<file path="src/include/bpcr_pkg.sv">
// constants for the buck-pair configuration register bank
// assumes one 8-bit register port, byte offsets as printed
`default_nettype none
package bpcr_pkg;
  localparam int BPCR_ADDR_W = 8;
  localparam int BPCR_DATA_W = 8;
  localparam int BPCR_VOLT_W = 6;
  localparam int BPCR_MODE_W = 4;
  localparam int BPCR_NUM_CONV = 2;
  // register offsets
  localparam logic [7:0] BPCR_OFF_A_SLEEP = 8'h3E;
  localparam logic [7:0] BPCR_OFF_A_MODE = 8'h3F;
  localparam logic [7:0] BPCR_OFF_A_CONF = 8'h40;
  localparam logic [7:0] BPCR_OFF_B_RUN = 8'h43;
  localparam logic [7:0] BPCR_OFF_B_STBY = 8'h44;
  localparam logic [7:0] BPCR_OFF_B_SLEEP = 8'h45;
  localparam logic [7:0] BPCR_OFF_B_MODE = 8'h46;
  localparam logic [7:0] BPCR_OFF_B_CONF = 8'h47;
  // field positions
  localparam int BPCR_VOLT_LSB = 0;
  localparam int BPCR_RANGE_BIT = 6;
  localparam int BPCR_MODE_LSB = 0;
  localparam int BPCR_SLEEP_BEH_BIT = 5;
  localparam int BPCR_ILIM_BIT = 0;
  localparam int BPCR_SPARE_BIT = 1;
  localparam int BPCR_FREQ_LSB = 2;
  localparam int BPCR_PHASE_LSB = 4;
  localparam int BPCR_SLEW_LSB = 6;
  // reset values
  localparam logic [5:0] BPCR_RST_VOLT = 6'h00;
  localparam logic [3:0] BPCR_RST_MODE = 4'h0;
  localparam logic BPCR_RST_SLEEP_BEH = 1'b0;
  localparam logic [7:0] BPCR_RST_CONF = 8'h00;
  localparam logic BPCR_RST_RANGE = 1'b0;
  localparam logic [7:0] BPCR_RD_IDLE = 8'h00;
endpackage
`default_nettype wire

</file>
<file path="src/include/bpcr_range_if.sv">
// carrier between the register bank and its range-bit latch
// assumes both ends on the same clock
`default_nettype none
interface bpcr_range_if;
  logic load;
  logic a_range_in;
  logic b_range_in;
  logic a_range;
  logic b_range;
  modport bank (output load, output a_range_in, output b_range_in, input a_range, input b_range);
  modport latch (input load, input a_range_in, input b_range_in, output a_range, output b_range);
endinterface
`default_nettype wire

</file>
<file path="src/verilog/bpcr_range_latch.sv">
// range bits fixed by one-time or test-board configuration
// assumes load is a one-cycle pulse from logic on clk
`default_nettype none
module bpcr_range_latch
  import bpcr_pkg::*;
(
  input wire logic clk,
  input wire logic sys_rst,
  bpcr_range_if.latch rng
);
  logic a_range_r;
  logic b_range_r;

  // only sys_rst and the configuration load move these; register writes never reach them
  always_ff @(posedge clk)
  begin
    if (sys_rst)
    begin
      a_range_r <= BPCR_RST_RANGE;
      b_range_r <= BPCR_RST_RANGE;
    end
    else if (rng.load)
    begin
      a_range_r <= rng.a_range_in; // RL2
      b_range_r <= rng.b_range_in; // RL10
    end
  end

  assign rng.a_range = a_range_r;
  assign rng.b_range = b_range_r;
endmodule
`default_nettype wire

</file>
<file path="src/verilog/bpcr_regs.sv">
// register bank for the buck converter pair A/B
// assumes a same-clock register port and a same-clock configuration loader
//
// Contract
// RL1 - A sleep register holds 6-bit sleep voltage
// RL2 - A sleep bit 6 mirrors A range
// RL3 - A mode register holds 4-bit switch mode
// RL4 - A mode bit 5 sleep off/pfm
// RL5 - A config bit 0 selects current limit
// RL6 - A config bits 3:2 frequency, reset zero
// RL7 - A config bits 5:4 phase clock, reset zero
// RL8 - A config bits 7:6 slew speed, reset zero
// RL9 - B run register holds 6-bit voltage
// RL10 - B run bit 6 read-only range bit
// RL11 - B standby register holds 6-bit voltage
// RL12 - B standby bit 6 mirrors B range
// RL13 - B sleep register holds 6-bit voltage
// RL14 - B sleep bit 6 mirrors B range
// RL15 - B mode register holds 4-bit switch mode
// RL16 - B mode bit 5 sleep off/pfm
// RL17 - B config bit 0 limit, bit 1 spare
// RL18 - B config frequency, phase, slew fields
// RL19 - software uses codes 0..63 below 2V
// RL20 - unused bits read zero, ignore writes; the spare bit 1 of each config register is stored and read back
`default_nettype none
module bpcr_regs
  import bpcr_pkg::*;
(
  input wire logic clk,
  input wire logic sys_rst,
  input wire logic [bpcr_pkg::BPCR_ADDR_W-1:0] reg_addr,
  input wire logic reg_wr_en,
  input wire logic [bpcr_pkg::BPCR_DATA_W-1:0] reg_wr_data,
  input wire logic reg_rd_en,
  output logic [bpcr_pkg::BPCR_DATA_W-1:0] reg_rd_data,
  output logic reg_rd_valid,
  input wire logic otp_range_load,
  input wire logic otp_a_range,
  input wire logic otp_b_range,
  output logic [bpcr_pkg::BPCR_VOLT_W-1:0] buck_a_sleep_voltage_field,
  output logic [bpcr_pkg::BPCR_VOLT_W-1:0] buck_b_run_voltage_field,
  output logic [bpcr_pkg::BPCR_VOLT_W-1:0] buck_b_standby_voltage_field,
  output logic [bpcr_pkg::BPCR_VOLT_W-1:0] buck_b_sleep_voltage_field,
  output logic buck_a_range_bit,
  output logic buck_b_range_bit,
  output logic [bpcr_pkg::BPCR_MODE_W-1:0] buck_a_switch_mode_field,
  output logic [bpcr_pkg::BPCR_MODE_W-1:0] buck_b_switch_mode_field,
  output logic buck_a_sleep_behaviour_bit,
  output logic buck_b_sleep_behaviour_bit,
  output logic buck_a_current_limit_bit,
  output logic buck_b_current_limit_bit,
  output logic [1:0] buck_a_frequency_field,
  output logic [1:0] buck_b_frequency_field,
  output logic [1:0] buck_a_phase_clock_field,
  output logic [1:0] buck_b_phase_clock_field,
  output logic [1:0] buck_a_slew_speed_field,
  output logic [1:0] buck_b_slew_speed_field
);
  import bpcr_pkg::*;

  localparam logic [7:0] MODE_OFF [BPCR_NUM_CONV] = '{BPCR_OFF_A_MODE, BPCR_OFF_B_MODE};
  localparam logic [7:0] CONF_OFF [BPCR_NUM_CONV] = '{BPCR_OFF_A_CONF, BPCR_OFF_B_CONF};

  function automatic logic bpcr_wr_hit(input logic en, input logic [7:0] addr, input logic [7:0] off);
    bpcr_wr_hit = en && (addr == off);
  endfunction

  // a voltage byte: 6-bit code, range bit above, bit 7 zero
  function automatic logic [7:0] bpcr_volt_byte(input logic [5:0] code, input logic range);
    bpcr_volt_byte = {1'b0, range, code};
  endfunction

  bpcr_range_if rng ();

  logic [BPCR_VOLT_W-1:0] a_sleep_r;
  logic [BPCR_VOLT_W-1:0] b_run_r;
  logic [BPCR_VOLT_W-1:0] b_stby_r;
  logic [BPCR_VOLT_W-1:0] b_sleep_r;
  logic [BPCR_MODE_W-1:0] mode_r [BPCR_NUM_CONV];
  logic sleep_beh_r [BPCR_NUM_CONV];
  logic [BPCR_DATA_W-1:0] conf_r [BPCR_NUM_CONV];
  logic [BPCR_DATA_W-1:0] rd_data_r;
  logic [BPCR_DATA_W-1:0] rd_nxt;
  logic rd_valid_r;

  assign rng.load = otp_range_load;
  assign rng.a_range_in = otp_a_range;
  assign rng.b_range_in = otp_b_range;

  bpcr_range_latch u_range (
    .clk(clk),
    .sys_rst(sys_rst),
    .rng(rng)
  );

  // voltage code registers; bit 6 of each write is dropped
  always_ff @(posedge clk)
  begin
    if (sys_rst)
    begin
      a_sleep_r <= BPCR_RST_VOLT;
      b_run_r <= BPCR_RST_VOLT;
      b_stby_r <= BPCR_RST_VOLT;
      b_sleep_r <= BPCR_RST_VOLT;
    end
    else
    begin
      if (bpcr_wr_hit(reg_wr_en, reg_addr, BPCR_OFF_A_SLEEP))
        a_sleep_r <= reg_wr_data[BPCR_VOLT_LSB +: BPCR_VOLT_W]; // RL1
      if (bpcr_wr_hit(reg_wr_en, reg_addr, BPCR_OFF_B_RUN))
        b_run_r <= reg_wr_data[BPCR_VOLT_LSB +: BPCR_VOLT_W]; // RL9
      if (bpcr_wr_hit(reg_wr_en, reg_addr, BPCR_OFF_B_STBY))
        b_stby_r <= reg_wr_data[BPCR_VOLT_LSB +: BPCR_VOLT_W]; // RL11
      if (bpcr_wr_hit(reg_wr_en, reg_addr, BPCR_OFF_B_SLEEP))
        b_sleep_r <= reg_wr_data[BPCR_VOLT_LSB +: BPCR_VOLT_W]; // RL13
    end
  end

  // mode and configuration registers, one pair per converter
  for (genvar i = 0; i < BPCR_NUM_CONV; i++)
  begin : g_conv
    always_ff @(posedge clk)
    begin
      if (sys_rst)
      begin
        mode_r[i] <= BPCR_RST_MODE;
        sleep_beh_r[i] <= BPCR_RST_SLEEP_BEH;
      end
      else if (bpcr_wr_hit(reg_wr_en, reg_addr, MODE_OFF[i]))
      begin
        mode_r[i] <= reg_wr_data[BPCR_MODE_LSB +: BPCR_MODE_W]; // RL3 RL15
        sleep_beh_r[i] <= reg_wr_data[BPCR_SLEEP_BEH_BIT]; // RL4 RL16
      end
    end

    // every bit is writable here, the spare bit 1 included
    always_ff @(posedge clk)
    begin
      if (sys_rst)
        conf_r[i] <= BPCR_RST_CONF; // RL6 RL7 RL8 RL18
      else if (bpcr_wr_hit(reg_wr_en, reg_addr, CONF_OFF[i]))
        conf_r[i] <= reg_wr_data; // RL5 RL17 RL18 RL20
    end
  end

  // read mux; range bits come from the latch, unused bits as zero
  always_comb
  begin
    rd_nxt = BPCR_RD_IDLE;
    case (reg_addr)
      BPCR_OFF_A_SLEEP: rd_nxt = bpcr_volt_byte(a_sleep_r, rng.a_range); // RL2
      BPCR_OFF_B_RUN: rd_nxt = bpcr_volt_byte(b_run_r, rng.b_range); // RL10
      BPCR_OFF_B_STBY: rd_nxt = bpcr_volt_byte(b_stby_r, rng.b_range); // RL12
      BPCR_OFF_B_SLEEP: rd_nxt = bpcr_volt_byte(b_sleep_r, rng.b_range); // RL14
      BPCR_OFF_A_MODE: rd_nxt = {2'h0, sleep_beh_r[0], 1'b0, mode_r[0]}; // RL20
      BPCR_OFF_B_MODE: rd_nxt = {2'h0, sleep_beh_r[1], 1'b0, mode_r[1]}; // RL20
      BPCR_OFF_A_CONF: rd_nxt = conf_r[0];
      BPCR_OFF_B_CONF: rd_nxt = conf_r[1];
      default: rd_nxt = BPCR_RD_IDLE; // RL20
    endcase
  end

  always_ff @(posedge clk)
  begin
    if (sys_rst)
    begin
      rd_data_r <= BPCR_RD_IDLE;
      rd_valid_r <= 1'b0;
    end
    else
    begin
      rd_valid_r <= reg_rd_en;
      if (reg_rd_en)
        rd_data_r <= rd_nxt;
    end
  end

  assign reg_rd_data = rd_data_r;
  assign reg_rd_valid = rd_valid_r;
  assign buck_a_sleep_voltage_field = a_sleep_r;
  assign buck_b_run_voltage_field = b_run_r;
  assign buck_b_standby_voltage_field = b_stby_r;
  assign buck_b_sleep_voltage_field = b_sleep_r;
  assign buck_a_range_bit = rng.a_range;
  assign buck_b_range_bit = rng.b_range;
  assign buck_a_switch_mode_field = mode_r[0];
  assign buck_b_switch_mode_field = mode_r[1];
  assign buck_a_sleep_behaviour_bit = sleep_beh_r[0];
  assign buck_b_sleep_behaviour_bit = sleep_beh_r[1];
  assign buck_a_current_limit_bit = conf_r[0][BPCR_ILIM_BIT];
  assign buck_b_current_limit_bit = conf_r[1][BPCR_ILIM_BIT];
  assign buck_a_frequency_field = conf_r[0][BPCR_FREQ_LSB +: 2];
  assign buck_b_frequency_field = conf_r[1][BPCR_FREQ_LSB +: 2];
  assign buck_a_phase_clock_field = conf_r[0][BPCR_PHASE_LSB +: 2];
  assign buck_b_phase_clock_field = conf_r[1][BPCR_PHASE_LSB +: 2];
  assign buck_a_slew_speed_field = conf_r[0][BPCR_SLEW_LSB +: 2];
  assign buck_b_slew_speed_field = conf_r[1][BPCR_SLEW_LSB +: 2];
endmodule
`default_nettype wire

</file>
<file path="config.mk">
export PLATFORM = sky130hd
export DESIGN_NAME = bpcr_regs
export DESIGN_NICKNAME = d
export VERILOG_FILES = /design/src/include/bpcr_pkg.sv /design/src/include/bpcr_range_if.sv /design/src/verilog/bpcr_range_latch.sv /design/src/verilog/bpcr_regs.sv
export SDC_FILE = /design/constraint.sdc
export NUM_CORES = 1
export LEC_CHECK = 0
export ABC_AREA = 1
export BUFFER_PORTS_ARGS = -buffer_cell sky130_fd_sc_hd__buf_4
export CORE_MARGIN = 2
export CORE_UTILIZATION = 55
export DETAILED_ROUTE_END_ITERATION = 10
export PLACE_DENSITY = 0.84
export SLEW_MARGIN = 5
export SYNTH_ARGS = -nofsm -noshare
export SYNTH_HDL_FRONTEND = slang
export SYNTH_SLANG_ARGS = --single-unit
</file>
<file path="constraint.sdc">
create_clock -name clk -period 3.8 [get_ports clk]
set_clock_uncertainty 0.1 [all_clocks]
set_input_delay 0.38 -clock clk [delete_from_list [all_inputs] [get_ports clk]]
set_output_delay 0.38 -clock clk [all_outputs]
set_load 0.1 [all_outputs]
</file>
==> results.yml, run 1 <==
synth:
  netlist.top_cell.by_area: "edfxtp_1"
  netlist_top_cells_area: "edfxtp_1 26%, dfxtp_1 23%, nand3_1 9.1%"
  synth_cells: 359
  synth_sequential_area_ratio_pct: 49.1
  syn_area_per_cell_sq_um: 8.40
  postSynthNetCount: 382
  post_synth_instance_area_sq_um: 3020
  warnings_from_yosys: 0
  synthDominantCellAreaShare_pct: 25.9
  synth-seq-cells: 61
  synth.distinct_cells: 24
layout:
  finalNonFillerCells: 498
  seqCellArea_sq_um: 1480
  total_inserted_antenna_cells: 0
  syn_to_final_growth_pct: 23.2
  utilization_pct: 71.4
  final_area_sq_um: 3720
  n_fill_cell: 396
  multi_input_area_sq_um: 1210
  design.final.nets: 446
  final_layout_size_suffix_gt1_share_pct: 29.4
detailed_routing:
  drc_violations_left: 0
  routed_wirelength_microns: 7490
  detail_route.first_pass.iterations: 5
  drtIter0Drc: 163
  detail_route.vias_per_cell: 5.52
  antenna_violating_nets_post_route: 0
  post_drt_wl_per_cell_microns: 15.0
  via_count_of_the_routed_design: 2750
timing:
  final-hold-violation-count: 0
  max_clock_freq_mhz: 501
  post-route-period-util_pct: 52.5
  worst_slew_margin_rel_pct: 31.0
  setup-tns-final_ns: 0
  timing.final.max_slew_violations: 0
  finalCriticalPeriod_ns: 2.00
  setup_repair_after_global_routing_missed_its_margin: "false"
  setup_viol: 0
  worstMarginPinSlew_ns: 1.03
cts:
  clock_tree.root_cell: "clkbuf_8"
  tritoncts.num_buffers: 9
  ctsLongestPathBuffers: 2
  setup_bufs_post_cts: 0
  clk_latency_ns: 0.34
  hold_buffers: 0
  tritoncts_clock_tree: "yes"
  cts_sinks: 61
  cts-htree-levels: 3
  worst_setup_hold_path_clk_slew_ns: 0.07
  cts_repair_resize_count: 0
run:
  max_cap_viol_count: 0
placed_design:
  sum_of_net_half_perimeters_after_detailed_placement_microns: 5400
  finalWeightedCongestion: 0.819
  detailed_place.area_sq_um: 3500
  placement.io_buffers: 81
  numPlacedInstances: 482
critical_path:
  worst_ep_required_time_ns: 3.71
  worst-setup-path-type: "primary input to flop"
  arrival_time_at_the_worst_endpoint_ns: 1.91
  critical_path_peak_fanout: 48
  worst_setup_path_start_kind: "primary input"
  critPathCaptureType: "flop"
pwr:
  vdd.ir_drop.worst_mv: 0.368
  power_per_cell_area_nw_per_um2: 423
  p_leak_nw: 1.68
grt:
  global_route.overflow_total: 0
  antenna_found_initial: 0
  grt_max_degree: 49
  wire_length_of_the_first_global_routing_pass_microns: 11700
  first_global_vias: 2468
  grt.total_usage_pct: 25.3
floorplan:
  design.portCount: 82
  floorplan.core_area_sq_um: 5200
  rows: 26
  design.die.area_sq_um: 6090
  floorplan.initialDensity_pct: 58.0
  dieWidth_microns: 78.1
  die_y_microns: 78.1
min_path:
  worstHoldPathType: "primary input to flop"
run_status:
  run_status: "finished clean"
## metrics by stage
step                power (mW)  setup slack, ns  hold WS, ns
global route              1.61             1.65        0.176
floorplan                0.907             2.21        0.415
detailed placement       0.956             1.47        0.360
CTS                       1.57             1.83        0.166
global placement         0.953             1.55        0.352
finish                    1.57             1.80        0.165
## critical path: stages
cell and delay [ns]:
buf_4 0.11, inv_2 0.04, nand2_1 0.08, nor2_4 0.81, nand3_1 0.15, nand2_1 0.33
## synthesized netlist by cell type, drive strengths merged
library cell,count
nand2,68
nand3,56
nor2,55
dfxtp,35
a21oi,33
inv,27
edfxtp,26
o21ai,26
buf,25
nand4,4
clkbuf,3
clkinv,1
## report_power, final
group	switching [mW]	internal, mW
clock	0.252	0.380
combinational	0.186	0.0455
sequential	0.0111	0.700
## cell type report
type                            instances  share of cell area (%)
Inverter                               28                    2.83
Sequential cell                        61                    39.9
Clock buffer                           14                    4.95
Timing Repair Buffer                   81                    16.4
Multi-Input combinational cell        242                    32.7
Clock inverter                          2                   0.976
Tap cell                               70                    2.36
## cell usage in the layout (no fill, tap or decap)
| cell | synthesis | final |
|---|---|---|
| a21oi_1 | 30 | 30 |
| clkinv_1 | 1 | 1 |
| o21ai_0 | 13 | 13 |
| nand3_1 | 55 | 55 |
| a21oi_2 | 3 | 3 |
| clkbuf_16 | 0 | 1 |
| edfxtp_1 | 26 | 26 |
| bufinv_16 | 0 | 1 |
| nand2_1 | 60 | 60 |
| clkbuf_8 | 0 | 11 |
| o21ai_1 | 13 | 13 |
| nor2_2 | 2 | 2 |
| nand2_2 | 5 | 5 |
| inv_2 | 4 | 4 |
| nand2_4 | 3 | 3 |
| nand4_2 | 2 | 2 |
| nand4_1 | 2 | 2 |
| inv_4 | 0 | 1 |
| dfxtp_1 | 35 | 35 |
| inv_1 | 23 | 23 |
| clkbuf_1 | 3 | 2 |
| nand3_2 | 1 | 1 |
| nor2_4 | 11 | 11 |
| buf_4 | 13 | 81 |
| nor2_1 | 42 | 42 |
## worst paths after layout
check	slack [ns]	cells after the start	startpoint	end
max	1.80	6	reg_addr[7]	conf_r[0][7]$_SDFFCE_PN0P_
min	0.17	2	sys_rst	reg_rd_data[0]$_SDFFE_PP0P_
max reg2reg	2.60	6	mode_r[1][2]$_SDFFCE_PN0P_	reg_rd_data[2]$_SDFFE_PP0P_
min reg2reg	0.37	2	reg_rd_data[6]$_SDFFE_PP0P_	reg_rd_data[6]$_SDFFE_PP0P_
## routing by layer
metal,vias up,track usage (%),routed length (microns)
li1,1313,-,-
met1,1273,31.0,2940
met2,147,42.4,3690
met3,17,7.47,689
met4,0,9.47,169
met5,-,0,0
## sequential cells by signal, indices dropped and copies added (netlist names)
register,count
buck_a_sleep_voltage_field,6
buck_b_run_voltage_field,6
buck_b_sleep_voltage_field,6
buck_b_standby_voltage_field,6
conf_r,16
mode_r,8
reg_rd_data,8
reg_rd_valid,1
sleep_beh_r,2
u_range.rng.a_range,1
u_range.rng.b_range,1
## cells by family after synthesis
kind of cell | share of synthesized area [%]
buf+inv | 10.7
simple gates | 30.1
compound gates | 10.2
flops | 49.1
(Power assumes the default switching activity.)
==> run 2, diff against run 1 <==
CORE_UTILIZATION = 52   (was 55)
PLACE_DENSITY = 0.8   (was 0.84)
clock period = 1.85 ns   (was 3.8 ns; I/O delays follow)
==> run 2 against run 1 <==
  * Setup slack got worse by 1.6 ns
  * Critical path depth decreased by 2
  * Routed wire length decreased by 0.88%
  * Utilization decreased by 3.6 points
  * Critical path type unchanged
  * Critical endpoint is now conf_r[0][6]$_SDFFCE_PN0P_
==> results.yml, run 2 (same netlist as run 1, synthesis figures left out) <==
critical_path:
  worst_ep_required_time_ns: 1.77
  arrival_time_at_the_worst_endpoint_ns: 1.52
  critical_path_buf_inv_count: 3
  crit_slowest_cell: "dlygate4sd3_1"
  worst_setup_path_start_kind: "primary input"
  critical_path.cell_chain: "dlygate4sd3_1 > buf_4 > inv_2 > nand2_1"
  worst-setup-path-type: "primary input to flop"
  critical_path_peak_fanout: 23
  critPathCaptureType: "flop"
  critical_path.top_delay_family: "buffers and inverters"
  slowest_delay_ns: 0.53
timing:
  timing.final.max_slew_violations: 0
  worst_slew_margin_rel_pct: 73.2
  setup_repair_after_global_routing_missed_its_margin: "false"
  setup-tns-final_ns: 0
  finalCriticalPeriod_ns: 1.61
  setup_viol: 0
  layout_setup_ws_ns: 0.244
  final-hold-violation-count: 0
  worstMarginPinSlew_ns: 0.401
  post-route-period-util_pct: 86.8
  max_clock_freq_mhz: 623
cts:
  cts_repair_resize_count: 0
  ctsLongestPathBuffers: 2
  setup_bufs_post_cts: 0
  cts-htree-levels: 3
  clk_latency_ns: 0.33
  cts_sinks: 61
  hold_buffers: 2
  tritoncts_clock_tree: "yes"
  clock_tree.root_cell: "clkbuf_8"
  worst_setup_hold_path_clk_slew_ns: 0.06
  tritoncts.num_buffers: 9
layout:
  syn_to_final_growth_pct: 24.6
  mostFrequentLayoutCell: "buf_4"
  finalNonFillerCells: 506
  mostFrequentLayoutCells: "84 x buf_4, 60 x nand2_1, 55 x nand3_1, 42 x nor2_1, 35 x dfxtp_1"
  design.final.nets: 452
  n_fill_cell: 465
  final_layout_size_suffix_gt1_share_pct: 29.5
  total_inserted_antenna_cells: 0
  utilization_pct: 67.8
  registers.top_by_ff_count: "conf_r"
  largest_register_ff_count: 16
detailed_routing:
  antenna_violating_nets_post_route: 0
  drc_violations_left: 0
  post_drt_wl_per_cell_microns: 14.7
  detail_route.first_pass.iterations: 5
  drtIter0Drc: 238
  detail_route.vias_per_cell: 5.29
  routed_wirelength_microns: 7420
  via_count_of_the_routed_design: 2676
grt:
  grt.total_usage_pct: 24.7
  first_global_vias: 2502
  antenna_found_initial: 0
  global_route.overflow_total: 0
  grt_max_degree: 49
  wire_length_of_the_first_global_routing_pass_microns: 11700
placed_design:
  numPlacedInstances: 488
  pre_cts_ws_ns: 0.245
  placement.io_buffers: 81
  sum_of_net_half_perimeters_after_detailed_placement_microns: 5480
  finalWeightedCongestion: 0.804
floorplan:
  design.portCount: 82
  floorplan.initialDensity_pct: 54.4
  rows: 27
  floorplan.core_area_sq_um: 5540
  die_y_microns: 80.2
  dieWidth_microns: 80.2
  design.die.area_sq_um: 6430
pwr:
  vdd.ir_drop.worst_mv: 0.537
  power_per_cell_area_nw_per_um2: 832
  p_leak_nw: 1.70
run:
  max_cap_viol_count: 0
run_status:
  run_status: "finished clean"
min_path:
  worstHoldPathType: "primary input to flop"
-- run 2: changes by cell type in the layout (fill, tap and decap cells not counted) --
cell / change
dlygate4sd3_1: +2
buf_4: +3
inv_4: -1
clkbuf_1: +2
clkbuf_16: -1
buf_12: +1
-- run 2: path summary, 6_finish.rpt --
kind | startpoint | to | slack [ns] | cells after the start
hold reg to reg | buck_a_sleep_voltage_field[5]$_SDFFE_PP0P_ | buck_a_sleep_voltage_field[5]$_SDFFE_PP0P_ | 0.37 | 2
setup reg to reg | mode_r[0][2]$_SDFFCE_PN0P_ | reg_rd_data[2]$_SDFFE_PP0P_ | 0.66 | 6
setup / recovery | sys_rst | conf_r[0][6]$_SDFFCE_PN0P_ | 0.24 | 4
hold / removal | otp_range_load | u_range.rng.b_range$_SDFFE_PP0P_ | 0.03 | 3
-- run 2: layer usage --
metal | vias to the layer above | part of all wire (%) | global-route usage [%]
met5 | - | 0 | 0
met1 | 1231 | 40 | 29.7
met4 | 0 | 2.0 | 11.5
met3 | 15 | 7.0 | 5.62
met2 | 104 | 51 | 41.8
li1 | 1326 | - | -
-- run 2: layout make-up --
class	instances	area (sq um)	share of cell area (%)
Clock buffer	15	166	4.43
Clock inverter	1	30.0	0.799
Inverter	28	105	2.80
Multi-Input combinational cell	242	1210	32.3
Sequential cell	61	1480	39.4
Tap cell	72	90.1	2.40
Timing Repair Buffer	87	671	17.8
-- run 2: power breakdown --
group          total [mW]  internal [mW]  switching (mW)  leakage (nW)
registers            1.46           1.44          0.0224         0.529
logic               0.486          0.101           0.384          1.07
clock network        1.18          0.699           0.483        0.0979
-- run 2: tightest hold or removal path, delay by kind of cell --
kind	cells	cell delay (ns)
AOI/OAI and AO/OA	1	0.07
and+or+nand+nor	1	0.08
buffers and inverters	1	0.09
-- run 2: stage by stage --
step / power (mW) / area, sq um / hold WS [ns]
after floorplan: 1.86 / 3020 / 0.220
after global placement: 1.97 / 3540 / 0.315
after detailed placement: 1.97 / 3540 / 0.335
after CTS: 3.14 / 3760 / 0.00681
after global routing: 3.23 / 3760 / 0.0240
final: 3.13 / 3760 / 0.0276
